$ cat config.mk
export PLATFORM = sky130hd
export DESIGN_NAME = cvdpas_sequencer
export DESIGN_NICKNAME = d
export VERILOG_FILES = /design/src/shared/cvdpas_pkg.sv /design/src/rtl/cvdpas_phase_timer.sv /design/src/rtl/cvdpas_guard_drive.sv /design/src/rtl/cvdpas_sequencer.sv
export SDC_FILE = /design/constraint.sdc
export NUM_CORES = 1
export LEC_CHECK = 0
export ABC_AREA = 1
export ABC_CLOCK_PERIOD_IN_PS = 1400
export BUFFER_PORTS_ARGS = -buffer_cell sky130_fd_sc_hd__buf_2
export CAP_MARGIN = 20
export CELL_PAD_IN_SITES_DETAIL_PLACEMENT = 0
export CELL_PAD_IN_SITES_GLOBAL_PLACEMENT = 1
export CORE_ASPECT_RATIO = 0.8
export CORE_MARGIN = 2
export CORE_UTILIZATION = 36
export CTS_CLUSTER_DIAMETER = 40
export CTS_CLUSTER_SIZE = 20
export DETAILED_ROUTE_END_ITERATION = 16
export GPL_TIMING_DRIVEN = 0
export PLACE_DENSITY_LB_ADDON = 0.1
export SLEW_MARGIN = 20
export SYNTH_ARGS = -nofsm -noshare
export SYNTH_HDL_FRONTEND = slang
export SYNTH_SLANG_ARGS = --single-unit
$ cat constraint.sdc
create_clock -name clk_i -period 1.4 [get_ports clk_i]
set_input_delay 0.14 -clock clk_i [delete_from_list [all_inputs] [get_ports clk_i]]
set_output_delay 0.14 -clock clk_i [all_outputs]
set_load 0.02 [all_outputs]
$ cat src/shared/cvdpas_pkg.sv
// Package for the capacitive-divider precharge/acquisition sequencer.
// Assumes a single 50 MHz converter clock and a synchronous active-high reset.
package cvdpas_pkg;

  // Register map of the plain register port (word addresses).
  localparam logic [3:0] CVDPAS_ADDR_CTRL = 4'h0;
  localparam logic [3:0] CVDPAS_ADDR_PRE = 4'h1;
  localparam logic [3:0] CVDPAS_ADDR_ACQ = 4'h2;
  localparam logic [3:0] CVDPAS_ADDR_CAP = 4'h3;
  localparam logic [3:0] CVDPAS_ADDR_STATUS = 4'h4;

  // Control register bit positions.
  localparam int CVDPAS_BIT_START = 0;
  localparam int CVDPAS_BIT_PRECHARGE_POLARITY = 1;
  localparam int CVDPAS_BIT_GPOL = 2;
  localparam int CVDPAS_BIT_IPEN = 3;
  localparam int CVDPAS_BIT_DSEN = 4;
  localparam int CVDPAS_BIT_ACQ_DONE = 5;

  // Reset values.
  localparam logic [7:0] CVDPAS_PRE_RESET = 8'h00;
  localparam logic [12:0] CVDPAS_ACQ_RESET = 13'h0000;
  localparam logic [5:0] CVDPAS_CAP_RESET = 6'h00;
  localparam logic [4:0] CVDPAS_CTRL_RESET = 5'h00;

  // Longest acquisition when precharge is on and the acquisition count is zero.
  localparam logic [12:0] CVDPAS_ACQ_MAX = 13'h1FFF;

  // Counter widths.
  localparam int CVDPAS_PRE_W = 8;
  localparam int CVDPAS_ACQ_W = 13;
  localparam int CVDPAS_CAP_W = 6;

  typedef enum logic [2:0] {
    CVDPAS_IDLE,
    CVDPAS_PRECHARGE,
    CVDPAS_ACQUIRE,
    CVDPAS_CONVERT
  } cvdpas_phase_t;

  // Analog switch controls toward the sample path.
  typedef struct packed {
    logic hold_isolate;
    logic hold_to_vdd;
    logic hold_to_vss;
    logic channel_connect;
    logic pin_force_en;
    logic pin_force_level;
    logic [CVDPAS_CAP_W-1:0] extra_cap;
  } cvdpas_analog_t;

  // Guard-ring outputs.
  typedef struct packed {
    logic guard_out_a;
    logic guard_out_b;
  } cvdpas_guard_t;

  // Register port request.
  typedef struct packed {
    logic [3:0] addr;
    logic [15:0] wdata;
    logic wr;
    logic rd;
  } cvdpas_reg_req_t;

endpackage

$ cat src/rtl/cvdpas_phase_timer.sv
// Down-counter that times one sequencer phase.
// Assumes load is pulsed in the cycle before the phase it times starts.
module cvdpas_phase_timer
(
  // Clock and reset
  input wire logic clk_i,
  input wire logic reset_i,
  // Control
  input wire logic load_i,
  input wire logic [12:0] count_i,
  input wire logic run_i,
  // Status
  output logic expire_o
);
  import cvdpas_pkg::*;

  logic [12:0] count_reg;
  logic [12:0] count_next;

  // Expiry is seen while the count is one, so a count of N lasts N cycles.
  assign expire_o = run_i && (count_reg == 13'h0001);
  assign count_next = load_i ? count_i : (run_i && count_reg != 13'h0000) ? count_reg - 13'h0001 : count_reg;

  always_ff @(posedge clk_i)
  begin
    if (reset_i)
      count_reg <= 13'h0000;
    else
      count_reg <= count_next;
  end
endmodule

$ cat src/rtl/cvdpas_guard_drive.sv
// Guard-ring output driver for the capacitive divider sequencer.
// Assumes the sequencer flags phase starts with one-cycle pulses.
module cvdpas_guard_drive
(
  // Clock and reset
  input wire logic clk_i,
  input wire logic reset_i,
  // Settings
  input wire logic guard_polarity_i,
  input wire logic second_sample_invert_enable_i,
  // Phase start pulses
  input wire logic pre_start_i,
  input wire logic acq_start_i,
  input wire logic second_i,
  // Outputs
  output cvdpas_pkg::cvdpas_guard_t guard_o
);
  import cvdpas_pkg::*;

  cvdpas_guard_t guard_reg;
  cvdpas_guard_t guard_next;
  logic second_level;

  // Second precharge inverts both levels only when invert is enabled.
  assign second_level = (second_i && second_sample_invert_enable_i) ? ~guard_polarity_i : guard_polarity_i; // [RULE14]

  always_comb
  begin
    guard_next = guard_reg;
    if (pre_start_i)
    begin
      guard_next.guard_out_a = second_level; // [RULE12]
      guard_next.guard_out_b = second_level; // [RULE12]
    end
    else if (acq_start_i)
      guard_next.guard_out_a = ~guard_reg.guard_out_a; // [RULE13]
  end

  always_ff @(posedge clk_i)
  begin
    if (reset_i)
      guard_reg <= '0;
    else
      guard_reg <= guard_next; // [RULE11]
  end

  assign guard_o = guard_reg;
endmodule

$ cat src/rtl/cvdpas_sequencer.sv
// Capacitive divider precharge/acquisition sequencer top level.
// Assumes the converter core signals conversion completion with conv_done_i.
// Triggers and restarts are one-cycle pulses synchronous to clk_i.

// How it works
// RULE1: Precharge runs only if precharge count is non-zero at conversion start.
// RULE2: Software start, special trigger or computation restart each begin precharge.
// RULE3: Precharge isolates hold capacitor and ties it to supply or ground by polarity.
// RULE4: Precharge forces the channel pin to the level opposite the hold capacitor.
// RULE5: Precharge length comes from the precharge count register.
// RULE6: Precharge pin drive overrides the pin direction setting.
// RULE7: Acquisition starts at conversion start, or right after precharge ends.
// RULE8: Acquisition turns off forced pin drivers and connects channel to hold capacitor.
// RULE9: With precharge on and acquisition count zero, acquire for 8191 cycles.
// RULE10: With precharge off and acquisition count zero, software times acquisition.
// RULE11: Two guard outputs, polarity set by guard polarity and invert enable.
// RULE12: First precharge start sets both guard outputs to guard polarity.
// RULE13: Acquisition start inverts guard A and leaves guard B.
// RULE14: With invert enabled, second precharge drives guards opposite; A toggles again.
// RULE15: Differential measurement repeats the sequence with precharge levels inverted.
// RULE16: Precharge end releases supply/ground paths and reconnects sensor path.
// RULE17: Conversion starts only after acquisition has ended.
// RULE18: Extra hold capacitance connects during sampling, disconnects during conversion.
// RULE19: Double-sample enable gives two successive samples, otherwise one.
// RULE20: One phase at a time, idle-precharge-acquire-convert, zero phases skipped.
module cvdpas_sequencer
(
  // Clock and reset
  input wire logic clk_i,
  input wire logic reset_i,
  // Register port
  input wire logic [3:0] reg_addr_i,
  input wire logic [15:0] reg_wdata_i,
  input wire logic reg_wr_i,
  input wire logic reg_rd_i,
  output logic [15:0] reg_rdata_o,
  // Conversion triggers
  input wire logic trigger_i,
  input wire logic restart_i,
  // Converter core
  input wire logic conv_done_i,
  output logic conv_start_o,
  output logic busy_o,
  // Analog switch controls
  output logic hold_isolate_o,
  output logic hold_to_vdd_o,
  output logic hold_to_vss_o,
  output logic channel_connect_o,
  output logic [5:0] extra_hold_cap_o,
  // Channel pin override
  input wire logic pin_direction_control_i,
  input wire logic pin_port_out_i,
  output logic pin_out_o,
  output logic pin_oe_o,
  // Guard rings
  output logic guard_out_a_o,
  output logic guard_out_b_o
);
  import cvdpas_pkg::*;

  logic [CVDPAS_PRE_W-1:0] precharge_time_reg;
  logic [CVDPAS_ACQ_W-1:0] acquisition_time_reg;
  logic [CVDPAS_CAP_W-1:0] extra_hold_cap_select_reg;
  logic precharge_polarity_reg;
  logic guard_polarity_reg;
  logic second_sample_invert_enable_reg;
  logic double_sample_enable_reg;
  logic sw_acq_done_reg;
  logic second_reg;
  logic second_next;
  logic pre_active_reg;
  logic pre_active_next;
  logic [15:0] rdata_reg;
  logic [15:0] rdata_next;
  cvdpas_phase_t phase_reg;
  cvdpas_phase_t phase_next;
  cvdpas_analog_t analog_reg;
  cvdpas_analog_t analog_next;
  cvdpas_guard_t guard;

  logic wr_ctrl;
  logic start_req;
  logic begin_conv;
  logic pre_zero;
  logic acq_zero;
  logic sw_acq_done;
  logic pre_expire;
  logic acq_expire;
  logic pre_start;
  logic acq_start;
  logic acq_end;
  logic conv_start;
  logic ctrl_precharge_polarity;
  logic ctrl_gpol;
  logic ctrl_ipen;
  logic conv_pulse_reg;
  logic [12:0] timer_load;
  logic timer_load_en;
  logic timer_run;

  // Register writes.
  assign wr_ctrl = reg_wr_i && (reg_addr_i == CVDPAS_ADDR_CTRL);

  always_ff @(posedge clk_i)
  begin
    if (reset_i)
    begin
      precharge_time_reg <= CVDPAS_PRE_RESET;
      acquisition_time_reg <= CVDPAS_ACQ_RESET;
      extra_hold_cap_select_reg <= CVDPAS_CAP_RESET;
      {double_sample_enable_reg, second_sample_invert_enable_reg, guard_polarity_reg, precharge_polarity_reg} <= 4'h0;
    end
    else if (reg_wr_i)
    begin
      if (reg_addr_i == CVDPAS_ADDR_CTRL)
      begin
        precharge_polarity_reg <= reg_wdata_i[CVDPAS_BIT_PRECHARGE_POLARITY];
        guard_polarity_reg <= reg_wdata_i[CVDPAS_BIT_GPOL];
        second_sample_invert_enable_reg <= reg_wdata_i[CVDPAS_BIT_IPEN];
        double_sample_enable_reg <= reg_wdata_i[CVDPAS_BIT_DSEN];
      end
      else if (reg_addr_i == CVDPAS_ADDR_PRE)
        precharge_time_reg <= reg_wdata_i[CVDPAS_PRE_W-1:0];
      else if (reg_addr_i == CVDPAS_ADDR_ACQ)
        acquisition_time_reg <= reg_wdata_i[CVDPAS_ACQ_W-1:0];
      else if (reg_addr_i == CVDPAS_ADDR_CAP)
        extra_hold_cap_select_reg <= reg_wdata_i[CVDPAS_CAP_W-1:0];
    end
  end

  // Start sources: software start bit, special event trigger, computation restart.
  assign start_req = (wr_ctrl && reg_wdata_i[CVDPAS_BIT_START]) || trigger_i || restart_i; // [RULE2]
  assign begin_conv = start_req && (phase_reg == CVDPAS_IDLE);
  // Software ends an untimed acquisition by writing the done bit.
  assign sw_acq_done = wr_ctrl && reg_wdata_i[CVDPAS_BIT_ACQ_DONE];

  // Precharge enable is latched per sample in pre_active_reg; the precharge count itself is re-read at each sample start.
  assign pre_zero = (precharge_time_reg == 8'h00); // [RULE1]
  assign acq_zero = (acquisition_time_reg == 13'h0000);

  // A start written together with new settings runs with those settings; the stored
  // copies only land at the same edge, one cycle too late for the first phase.
  assign ctrl_precharge_polarity = wr_ctrl ? reg_wdata_i[CVDPAS_BIT_PRECHARGE_POLARITY] : precharge_polarity_reg; // [RULE3]
  assign ctrl_gpol = wr_ctrl ? reg_wdata_i[CVDPAS_BIT_GPOL] : guard_polarity_reg; // [RULE12]
  assign ctrl_ipen = wr_ctrl ? reg_wdata_i[CVDPAS_BIT_IPEN] : second_sample_invert_enable_reg; // [RULE14]

  // Phase sequencing; zero-length phases fall through in the same cycle.
  always_comb
  begin
    phase_next = phase_reg;
    second_next = second_reg;
    pre_active_next = pre_active_reg;
    pre_start = 1'b0;
    acq_start = 1'b0;
    conv_start = 1'b0;
    case (phase_reg)
      CVDPAS_IDLE:
      begin
        if (begin_conv)
        begin
          second_next = 1'b0;
          pre_active_next = !pre_zero;
          if (!pre_zero)
          begin
            phase_next = CVDPAS_PRECHARGE; // [RULE1] [RULE20]
            pre_start = 1'b1;
          end
          else
          begin
            phase_next = CVDPAS_ACQUIRE; // [RULE7]
            acq_start = 1'b1;
          end
        end
      end
      CVDPAS_PRECHARGE:
      begin
        if (pre_expire)
        begin
          phase_next = CVDPAS_ACQUIRE; // [RULE7]
          acq_start = 1'b1;
        end
      end
      CVDPAS_ACQUIRE:
      begin
        if (acq_end)
        begin
          phase_next = CVDPAS_CONVERT; // [RULE17]
          conv_start = 1'b1;
        end
      end
      CVDPAS_CONVERT:
      begin
        if (conv_done_i)
        begin
          // The second sample re-reads the precharge count, so a zero count skips its precharge too.
          if (double_sample_enable_reg && !second_reg)
          begin
            second_next = 1'b1; // [RULE19]
            pre_active_next = !pre_zero;
            if (!pre_zero)
            begin
              phase_next = CVDPAS_PRECHARGE; // [RULE15]
              pre_start = 1'b1;
            end
            else
            begin
              phase_next = CVDPAS_ACQUIRE;
              acq_start = 1'b1;
            end
          end
          else
          begin
            phase_next = CVDPAS_IDLE;
            second_next = 1'b0;
          end
        end
      end
      default:
        phase_next = CVDPAS_IDLE;
    endcase
  end

  // Acquisition ends by timer, or by software when untimed.
  // A done write that arrives during a timed acquisition is held but has no effect.
  assign acq_end = (pre_active_reg || !acq_zero) ? acq_expire : (sw_acq_done || sw_acq_done_reg); // [RULE10]

  // One timer serves both phases; the acquisition load follows the precharge expiry.
  assign timer_load_en = pre_start || acq_start;
  assign timer_load = pre_start ? {5'h00, precharge_time_reg} : // [RULE5]
                      (acq_zero ? CVDPAS_ACQ_MAX : acquisition_time_reg); // [RULE9]
  assign timer_run = (phase_reg == CVDPAS_PRECHARGE) || (phase_reg == CVDPAS_ACQUIRE);
  assign pre_expire = acq_expire && (phase_reg == CVDPAS_PRECHARGE);

  cvdpas_phase_timer u_timer
  (
    .clk_i(clk_i),
    .reset_i(reset_i),
    .load_i(timer_load_en),
    .count_i(timer_load),
    .run_i(timer_run),
    .expire_o(acq_expire)
  );

  // Guard levels follow the same start pulses as the phases, so they change on phase edges.
  cvdpas_guard_drive u_guard
  (
    .clk_i(clk_i),
    .reset_i(reset_i),
    .guard_polarity_i(ctrl_gpol),
    .second_sample_invert_enable_i(ctrl_ipen),
    .pre_start_i(pre_start),
    .acq_start_i(acq_start),
    .second_i(second_next),
    .guard_o(guard)
  );

  // Analog controls are decoded from the next phase, so the registered switches line up with phase_reg.
  always_comb
  begin
    analog_next = '0;
    case (phase_next)
      CVDPAS_PRECHARGE:
      begin
        analog_next.hold_isolate = 1'b1; // [RULE3]
        analog_next.hold_to_vdd = sample_pol_next(second_next); // [RULE3]
        analog_next.hold_to_vss = !sample_pol_next(second_next); // [RULE3]
        analog_next.pin_force_en = 1'b1; // [RULE4]
        analog_next.pin_force_level = !sample_pol_next(second_next); // [RULE4]
        analog_next.extra_cap = extra_hold_cap_select_reg; // [RULE18]
      end
      CVDPAS_ACQUIRE:
      begin
        // Supply paths and pin drive released, sensor path rejoined.
        analog_next.channel_connect = 1'b1; // [RULE8] [RULE16]
        analog_next.extra_cap = extra_hold_cap_select_reg; // [RULE18]
      end
      default:
        analog_next.extra_cap = '0; // [RULE18]
    endcase
  end

  function automatic logic sample_pol_next(input logic second);
    sample_pol_next = ctrl_precharge_polarity ^ second; // [RULE15]
  endfunction

  always_ff @(posedge clk_i)
  begin
    if (reset_i)
    begin
      phase_reg <= CVDPAS_IDLE;
      second_reg <= 1'b0;
      pre_active_reg <= 1'b0;
      analog_reg <= '0;
      sw_acq_done_reg <= 1'b0;
      rdata_reg <= 16'h0000;
    end
    else
    begin
      phase_reg <= phase_next;
      second_reg <= second_next;
      pre_active_reg <= pre_active_next;
      analog_reg <= analog_next;
      sw_acq_done_reg <= (phase_reg == CVDPAS_ACQUIRE) && !acq_end && (sw_acq_done || sw_acq_done_reg);
      rdata_reg <= rdata_next;
    end
  end

  // Read data, one cycle after the strobe; unmapped addresses read zero.
  assign rdata_next = !reg_rd_i ? 16'h0000 :
    (reg_addr_i == CVDPAS_ADDR_CTRL) ? {11'h000, double_sample_enable_reg, second_sample_invert_enable_reg,
                                        guard_polarity_reg, precharge_polarity_reg, 1'b0} :
    (reg_addr_i == CVDPAS_ADDR_PRE) ? {8'h00, precharge_time_reg} :
    (reg_addr_i == CVDPAS_ADDR_ACQ) ? {3'h0, acquisition_time_reg} :
    (reg_addr_i == CVDPAS_ADDR_CAP) ? {10'h000, extra_hold_cap_select_reg} :
    (reg_addr_i == CVDPAS_ADDR_STATUS) ? {10'h000, guard.guard_out_b, guard.guard_out_a, second_reg,
                                          phase_reg} :
    16'h0000;

  assign reg_rdata_o = rdata_reg;
  assign conv_start_o = (phase_reg == CVDPAS_CONVERT) && (analog_reg.channel_connect == 1'b0) && conv_pulse_reg;
  // Busy covers every phase but idle, so a start seen while busy is dropped.
  assign busy_o = (phase_reg != CVDPAS_IDLE);
  assign hold_isolate_o = analog_reg.hold_isolate;
  assign hold_to_vdd_o = analog_reg.hold_to_vdd;
  assign hold_to_vss_o = analog_reg.hold_to_vss;
  assign channel_connect_o = analog_reg.channel_connect;
  assign extra_hold_cap_o = analog_reg.extra_cap;
  // Forced drive wins over the direction bit while precharging.
  assign pin_oe_o = analog_reg.pin_force_en || !pin_direction_control_i; // [RULE6]
  assign pin_out_o = analog_reg.pin_force_en ? analog_reg.pin_force_level : pin_port_out_i; // [RULE6]
  assign guard_out_a_o = guard.guard_out_a;
  assign guard_out_b_o = guard.guard_out_b;

  // Conversion start pulse lines up with the analog switches leaving sampling.
  always_ff @(posedge clk_i)
  begin
    if (reset_i)
      conv_pulse_reg <= 1'b0;
    else
      conv_pulse_reg <= conv_start; // [RULE17]
  end
endmodule

After elaboration in Yosys (flattened, before gate mapping) --
Cells that the tools add are included. Widths: inputs -> output; s select.
Word-level totals: logic and storage cells 145, output and inout bits 32, input port bits 29, register bits 80
Operators by class: muxes and demuxes 47, bitwise operators 11, eq/ne operators 13, add/sub/neg operators 1, reduce and logical (&&, ||, !) cells 48
Operator list (number):
- $mux 13 | 5
- $mux 1 | 25
- $mux 3 | 6
- $eq 13x1->1 const B | 1
- $logic_and 1x1->1 | 13
- $logic_not 13->1 | 1
- $reduce_bool 13->1 | 1
- $sub 13x1->13 const B | 1
- $mux 6 | 2
- $pmux 3 s4 | 1
- $not 1->1 | 10
- $reduce_or 2->1 | 5
- $eq 3x2->1 const B | 3
- $eq 4x2->1 const B | 2
- $logic_not 8->1 | 1
- $mux 8 | 1
- $reduce_and 4->1 | 2
- $logic_or 1x1->1 | 7
- $eq 3x1->1 const B | 2
- $logic_not 1->1 | 6
- $ne 2x2->1 const B | 3
- $pmux 1 s2 | 3
- $reduce_bool 2->1 | 3
- $reduce_or 6->1 | 1
- 14 further kinds | 15

Longest topological paths before layout --
Gate-level depths: netlist of the first run.
depth in word-level cells 12, depth in mapped cells 13, depth with buffers taken out 12

By module --
Synthesis of the first run repeated with hierarchy kept, for this count alone.
Unflattened totals: cell total of the unflattened synthesis 537, area total of the unflattened synthesis 3768.6 um2
Modules (own cells, without submodules):
- cvdpas_sequencer | area each 2718.9 um2, times used 1, cells an instance 374
- cvdpas_phase_timer | area each 945.9 um2, times used 1, cells an instance 147
- cvdpas_guard_drive | area each 103.8 um2, times used 1, cells an instance 16

Worst setup path before layout of the first run --
No wires, ideal clock.
path kind flip-flop to flip-flop, from reg phase_reg[2], to reg u_timer.count_reg[2], data arrival time 1.550 ns, path slack -0.264 ns, setup time 0.115 ns, clock period less this slack 1.664 ns, cell stages (with the launch flop) 11, cells stage by stage dfxtp_1 > nor2_1 > nand2_1 > inv_1 > nand3_1 > nand3_4 > nor2_8 > nand2_4 > buf_8 > o21ai_1 > nor2_1
Between the ends: word-level cells in the longest chain between the ends 8
Ends and longest elaborated chain:
- start: declaration | RTL line cvdpas_sequencer.sv:75 | cvdpas_phase_t phase_reg;
- start signal: assignment | RTL line cvdpas_sequencer.sv:299 | phase_reg <= phase_next;
- $eq 3x1->1 / $eq 3x2->1 (equally long branches) | RTL line cvdpas_sequencer.sv:156, cvdpas_sequencer.sv:231, cvdpas_sequencer.sv:232
- $logic_or 1x1->1 | RTL line cvdpas_sequencer.sv:231 | assign timer_run = (phase_reg == CVDPAS_PRECHARGE) || (phase_reg == CVDPAS_ACQUIRE);
- $logic_and 1x1->1 | RTL line cvdpas_phase_timer.sv:21 | assign expire_o = run_i && (count_reg == 13'h0001);
- $logic_and 1x1->1 | RTL line cvdpas_sequencer.sv:232 | assign pre_expire = acq_expire && (phase_reg == CVDPAS_PRECHARGE);
- $mux 1 | RTL line cvdpas_sequencer.sv:177 | if (pre_expire)
- $pmux 1 s3 | RTL line cvdpas_sequencer.sv:156 | case (phase_reg)
- $logic_or 1x1->1 | RTL line cvdpas_sequencer.sv:228 | assign timer_load_en = pre_start || acq_start;
- $mux 13 / $reduce_bool 2->1 (equally long branches)
- end signal: assignment | RTL line cvdpas_phase_timer.sv:29 | count_reg <= count_next;
- end: declaration | RTL line cvdpas_phase_timer.sv:17 | logic [12:0] count_reg;
Parallel ways exist; a longest one is shown, timed or not. A chain may end at the register's enable or synchronous reset.

Worst setup path after layout of the first run --
from reg precharge_time_reg[3], to reg analog_reg, in the netlist extra_hold_cap_o[2]
Between the ends: word-level cells in the longest chain between the ends 9
Ends and longest elaborated chain:
- start: declaration | RTL line cvdpas_sequencer.sv:61 | logic [CVDPAS_PRE_W-1:0] precharge_time_reg;
- start signal: assignment | RTL line cvdpas_sequencer.sv:123 | precharge_time_reg <= reg_wdata_i[CVDPAS_PRE_W-1:0];
- $logic_not 8->1 * | RTL line cvdpas_sequencer.sv:138 | assign pre_zero = (precharge_time_reg == 8'h00);
- $mux 2 * | RTL line cvdpas_sequencer.sv:163, cvdpas_sequencer.sv:200
- $mux 3 | RTL line cvdpas_sequencer.sv:196 | if (double_sample_enable_reg && !second_reg)
- $mux 3 | RTL line cvdpas_sequencer.sv:193 | if (conv_done_i)
- $pmux 3 s4 * | RTL line cvdpas_sequencer.sv:156
- $eq 3x1->1 / $eq 3x2->1 (equally long branches) | RTL line cvdpas_sequencer.sv:261 | case (phase_next)
- $reduce_or 2->1 (no source line) *
- $not 1->1 (no source line) *
- $reduce_or 2->1 (no source line) *
- end signal: assignment | RTL line cvdpas_sequencer.sv:302 | analog_reg <= analog_next;
- end: declaration | RTL line cvdpas_sequencer.sv:77 | cvdpas_analog_t analog_reg;
Every way passes the cells marked *; elsewhere a longest branch is shown, timed or not.

==> results by group, run 1 <==
Cells and area
  – Share of cells above drive strength 1: 0.381
  – Final nets: roughly 670
  – # fillers: approximately 1100
  – Register cell area after layout: approximately 1600 um^2
  – Commonest non-fill, non-tap cell in the layout: nand2_1
  – Inserted Diodes: 0
  – Most frequent cells in the layout: nand2_1 (115), dfxtp_1 (56), buf_2 (53)
  – Area delta synth->final: 39.2%
  – Multi-input gate area: between 2000 and 2500 um^2

Worst setup path
  – Worst path required time: approximately 1700 ps
  – Crit path launch: precharge_time_reg[3]$_SDFFE_PP0P_
  – Critical R2R Capture: extra_hold_cap_o[2]$_SDFF_PP0_
  – CP arrival: approximately 1900 ps
  – CP max stage cell: dfxtp_2
  – Most used cell, CP: nor2_4
  – Critical path peak fanout: 7
  – Crit end category: flop
  – Worst R2R Setup Slack: -260 ps
  – WS Path Type: reg2reg
  – Reg2reg start: precharge_time_reg[3]$_SDFFE_PP0P_
  – CP Launch Type: flop
  – R2R depth: 11
  – CP cell instances: nor2_1 > nand2_1 > nor2_4 > buf_6 > buf_6 > nand4_1 > nand2_2 > nor2_4 > nor2_4 > nand2_4 > a21oi_1
  – Crit path largest cell delay: about 320 ps

Drt
  – Starting DRT DRC Count: between 200 and 250
  – Routed wire per std cell: about 16 um
  – Vias/cell: around 5.0
  – Antenna viol nets, final: 0
  – Pre-antenna DRT Iters: 4
  – Drt total wl: between 10 and 15 mm
  – DRC violations left: 0
  – Via count: roughly 3900

Pwr
  – Maximum vdd drop: 0.000770 V
  – Leakage power: about 2.3 nW
  – Sw Ratio: 0.334
  – Int Power: ~4.5 mW
  – Cell area power density: about 1300 nW/um^2
  – Combinational Power Share: 0.279
  – Seq pwr share: 0.363
  – Net Switching: 2.24 mW
  – Power share of the clock group: 0.358

Die
  – Core ar.: about 10000 um^2
  – I/O pin count: slightly above 60
  – Die Wd: about 120 um
  – Die Y: 95.8 um
  – Row cnt: 33
  – Initial Util: 0.370
  – DIE AREA: 11400 um^2

GRT
  – Grt ovf: 0
  – Initial antenna violation count: 0
  – Number of global-route vias before repair: around 3700
  – Tot GR Track Use: 0.220
  – Largest net degree at the start of global routing: 14
  – First-pass GRT wire length: 19.2 mm

Timing
  – Tmin final: 1660 ps
  – Setup violators final: 28
  – Slew Limit Headroom: 0.524
  – Worst Tran Pin Value: about 700 ps
  – Fmax achieved: around 0.6 GHz
  – Unrepaired setup endpoints after global routing: yes
  – Hold_ws: ~90 ps
  – PnR worst setup slack: -262 ps
  – Clock Skew: 6.46 ps
  – Period utilisation layout: 1.19
  – Final hold violations: 0
  – Final Max Tran Viols: 0

Synthesis
  – Sequential fraction of the synthesis area: 0.401
  – Most common flop cell mapped by yosys: dfxtp_1
  – Netlist cell types: 41
  – Number of synthesized register bits: 76
  – Synth async-reset ratio: 0
  – Syn Area/Cell: 7.00 um^2
  – Post-Syn Area: between 3000 and 4000 um^2
  – Number of synthesized flops with an enable pin: 0
  – Synth Warn #: 0
  – Cells after Synth: around 540

Clock network
  – Clock transition at path regs: ~60 ps
  – TritonCTS clock tree: built
  – Clk_lat worst skew: 340 ps
  – H-Tree Depth: 3
  – CTS buffer count: 9
  – Maximum buffer depth of the clock tree: 2
  – Root Driver: clkbuf_16
  – Clock sinks: 76

Worst hold path
  – WHS Path Cells: 3
  – Worst Hold Path EP: precharge_time_reg[6]$_SDFFE_PP0P_
  – Origin of the worst min-delay path: reg_wdata_i[6]
  – Hold crit path type: in2reg

Run status
  – Failing checks: setup timing
  – Status: finished, violations left

Placement
  – Hpwl dp: slightly below 9 mm
  – # port buffers: 54
  – Final GP Congestion: approximately 0.90
  – Dpl ws: -470 ps

Job
  – Max-Cap Viols: 0
synth_stat cells (all sizes together) (2+ instances only):
| master | number | area share |
|---|---|---|
| o21ai | 40 | 0.053 |
| dfxtp | 76 | 0.40 |
| buf | 6 | 0.016 |
| nand2 | 146 | 0.16 |
| ha | 3 | 0.0099 |
| nand4 | 6 | 0.012 |
| clkbuf | 11 | 0.011 |
| nand3 | 39 | 0.064 |
| o22ai | 2 | 0.0033 |
| or2 | 2 | 0.0033 |
| xor2 | 6 | 0.014 |
| a31oi | 5 | 0.0082 |
| nor2 | 75 | 0.084 |
| inv | 54 | 0.053 |
| xnor2 | 6 | 0.014 |
| a21oi | 49 | 0.065 |
| nor3 | 4 | 0.0082 |
| nand3b | 3 | 0.0059 |
power groups by stage:
stage	sequential [mW]	clock, mW	combinational, mW
floorplan	2.42	0	1.03
global placement	2.43	0	1.39
detailed placement	2.43	0	1.39
CTS	2.41	2.44	1.64
global route	2.45	2.52	2.04
finish	2.44	2.40	1.87
worst max-delay path by stage:
| stage | end | slack [ps] | cells after the start |
|---|---|---|---|
| floorplan | u_timer.count_reg[7]$_SDFFE_PP0P_ | -120 | 11 |
| global placement | u_timer.count_reg[7]$_SDFFE_PP0P_ | -460 | 12 |
| detailed placement | u_timer.count_reg[7]$_SDFFE_PP0P_ | -470 | 12 |
| CTS | u_timer.count_reg[6]$_SDFFE_PP0P_ | -250 | 11 |
| global route | extra_hold_cap_o[4]$_SDFF_PP0_ | -400 | 11 |
| finish | extra_hold_cap_o[2]$_SDFF_PP0_ | -260 | 11 |
routing by layer:
layer | vias up | part of all wire | GRT usage
li1 | 1943 | - | -
met4 | 0 | 0.016 | 0.0665
met5 | - | 0 | 0
met2 | 104 | 0.43 | 0.342
met1 | 1826 | 0.51 | 0.307
met3 | 18 | 0.050 | 0.0474
critical path: cells and delay by family (launching register included):
family,cells,cell delay [ps]
AND/OR/NAND/NOR,8,930
buffers and inverters,2,210
flip-flops,1,320
AO/OA/AOI/OAI,1,130
cell type report:
class                      instances  share of cell area
clock buffer                      11              0.0460
timing repair buffer              85               0.105
tap                              140              0.0332
multi-input combinational        397               0.449
sequential                        76               0.294
buffer                            16              0.0190
clock inverter                     5              0.0114
inverter                          55              0.0424
cell families (layout without fill, tap and decap cells):
kind of cell             after synthesis  in the layout  share of synthesized area
flip-flops                            76             76                      0.401
AND/OR/NAND/NOR                      278            278                      0.341
XOR/XNOR                              12             12                     0.0277
buffers and inverters                 72            172                     0.0815
other                                  1              4                   0.000988
multiplexers                           1              1                    0.00264
adder cells (fa/ha/maj)                3              3                    0.00990
AO/OA/AOI/OAI                         99             99                      0.135
timing repair:
item | CTS | global route
pin swaps | 33 | 36
cloned | 1 | 0
buffers inserted | 22 | 8
hold buffers | 0 | 0
endpoints found under the setup margin | 38 | 47
gates resized for setup | 78 | 77
per-stage QoR:
stage | setup TNS, ps | util | cells | total power, mW | cell area [um^2]
after floorplan | -2010 | - | 545 | 3.45 | 3830
after global placement | -17190 | 0.417 | 739 | 3.82 | 4270
after detailed placement | -17300 | 0.417 | 739 | 3.82 | 4270
after CTS | -5160 | 0.487 | 777 | 6.50 | 4980
after global routing | -9270 | 0.516 | 785 | 7.01 | 5280
final | -6150 | 0.516 | 785 | 6.70 | 5280
Power figures use the tool's default switching activity.
==> inputs of run 2 (changes only) <==
==> constraint.sdc (replaced) <==
create_clock -name clk_i -period 1.4 [get_ports clk_i]
set_input_delay 0 -clock clk_i [delete_from_list [all_inputs] [get_ports clk_i]]
set_output_delay 0 -clock clk_i [all_outputs]
set_load 0.02 [all_outputs]
==> results by group, run 2 (same netlist as run 1, synthesis figures left out) <==
Timing
  – Final hold violations: 0
  – Fin Setup TNS: -6290 ps
  – PnR worst setup slack: -287 ps
  – Worst Tran Pin Value: between 700 and 800 ps
  – Tmin final: between 1500 and 2000 ps
  – Fmax achieved: 0.593 GHz
  – Setup violators final: 28
  – Final Max Tran Viols: 0
  – Slew Limit Headroom: 0.528
  – Clock Skew: 5.65 ps
  – Unrepaired setup endpoints after global routing: yes
  – Hold_ws: between 20 and 25 ps
  – Period utilisation layout: 1.20

Drt
  – Starting DRT DRC Count: around 200
  – DRC violations left: 0
  – Vias/cell: between 4 and 5
  – Via count: 3901
  – Antenna viol nets, final: 0
  – Drt total wl: ~12 mm
  – Pre-antenna DRT Iters: 4
  – Routed wire per std cell: ~16 um

GRT
  – Initial antenna violation count: 0
  – Largest net degree at the start of global routing: 14
  – Number of global-route vias before repair: roughly 3700
  – Tot GR Track Use: 0.222
  – First-pass GRT wire length: 19.4 mm
  – Grt ovf: 0

Worst setup path
  – WS Path Type: reg2reg
  – Worst path required time: about 1600 ps
  – Critical path peak fanout: 7
  – Crit end category: flop
  – CP arrival: about 1900 ps
  – CP Launch Type: flop

Cells and area
  – Finished Cell Area: between 5000 and 6000 um^2
  – Inserted Diodes: 0
  – Final nets: slightly below 700
  – Commonest non-fill, non-tap cell in the layout: nand2_1
  – Final Core Density: 0.529
  – Area delta synth->final: 42.8%
  – Layout Cells excl Fill: about 800
  – Most frequent cells in the layout: nand2_1 (119), dfxtp_1 (57), buf_2 (53)
  – Share of cells above drive strength 1: 0.360

Placement
  – Final GP Congestion: between 0.8 and 0.9
  – # port buffers: 54
  – Placed cell count: 739
  – Dpl ws: -470 ps
  – Placed Instance Area: approximately 4300 um^2
  – Hpwl dp: approximately 9 mm

Pwr
  – Seq pwr share: 0.364
  – Total Power: 6.70 mW
  – Leakage power: ~2.4 nW
  – Maximum vdd drop: between 0.0007 and 0.0008 V
  – Combinational Power Share: 0.278
  – Cell area power density: around 1200 nW/um^2
  – Sw Ratio: 0.332
  – Int Power: 4.48 mW
  – Power share of the clock group: 0.358
  – Net Switching: ~2.2 mW

Clock network
  – Clk_lat worst skew: around 340 ps
  – Clock sinks: 76
  – Root Driver: clkbuf_16
  – Clock transition at path regs: approximately 60 ps
  – TritonCTS clock tree: built
  – CTS buffer count: 9
  – Maximum buffer depth of the clock tree: 2
  – H-Tree Depth: 3

Job
  – Max-Cap Viols: 0

Die
  – Initial Util: 0.370
  – I/O pin count: around 60
  – Die Wd: roughly 120 um
  – Row cnt: 33
  – Core ar.: 10200 um^2
  – DIE AREA: 11400 um^2
  – Die Y: 95.8 um

Run status
  – Failing checks: setup timing
  – Status: finished, violations left

Worst hold path
  – Hold crit path type: in2reg
==> run 2: cell count changes in the layout (fill, tap and decap cells not counted), moves of 3 or more <==
cell,delta
buf_6,+4
o21ai_2,-3
nand2_2,-4
nor2_1,+3
nand2_1,+4
inv_2,+3
dlygate4sd3_1,+12
buf_4,-3
==> run 2: power groups by stage <==
stage	clock network [mW]	logic, mW	registers [mW]
floorplan	0	1.03	2.42
global placement	0	1.39	2.43
detailed placement	0	1.39	2.43
CTS	2.44	1.66	2.41
global route	2.52	2.04	2.46
finish	2.40	1.86	2.44
==> run 2: layer usage <==
metal  vias up  GRT usage  wire length (um)
li1       1967          -                 -
met1      1823      0.308              6150
met2        91      0.347              5360
met3        20     0.0474               746
met4         0     0.0655               191
met5         -          0                 0
==> run 2: worst max-delay path, stage by stage (launching register included) <==
cell and delay, ps:
dfxtp_4 380, inv_8 40, nor3_4 220, nand3_2 140
inv_4 100, nand2_4 80, nand2_8 120, nor2_8 50
nand2_8 100, clkinvlp_4 160, nor2_2 150, nor2_1 50
==> run 2: worst paths after layout <==
check	from	slack [ps]	depth (start not counted)	end
worst max-delay path	phase_reg[1]$_SDFF_PP0_	-290	11	u_timer.count_reg[3]$_SDFFE_PP0P_
worst min register to register	extra_hold_cap_select_reg[1]$_SDFFE_PP0P_	460	2	extra_hold_cap_o[1]$_SDFF_PP0_
worst min-delay path	reg_wdata_i[5]	20	3	precharge_time_reg[5]$_SDFFE_PP0P_
worst max register to register	phase_reg[1]$_SDFF_PP0_	-290	11	u_timer.count_reg[3]$_SDFFE_PP0P_
==> run 2: repair_timing <==
item | 4_1_cts | 5_1_grt
setup endpoints to repair | 30 | 41
gates cloned | 1 | 1
setup buffers | 22 | 9
pin swaps | 32 | 30
hold buffers | 12 | 0
resized for setup | 74 | 75
hold endpoints to repair | 14 | 0
==> run 2: layout make-up <==
type / instances / area (um^2)
Sequential cell: 76 / 1550
Fill cell: 1052 / 4820
Buffer: 16 / 98.8
Tap cell: 140 / 175
Multi-Input combinational cell: 397 / 2350
Clock inverter: 5 / 60.1
Clock buffer: 11 / 243
Timing Repair Buffer: 98 / 708
Inverter: 55 / 225
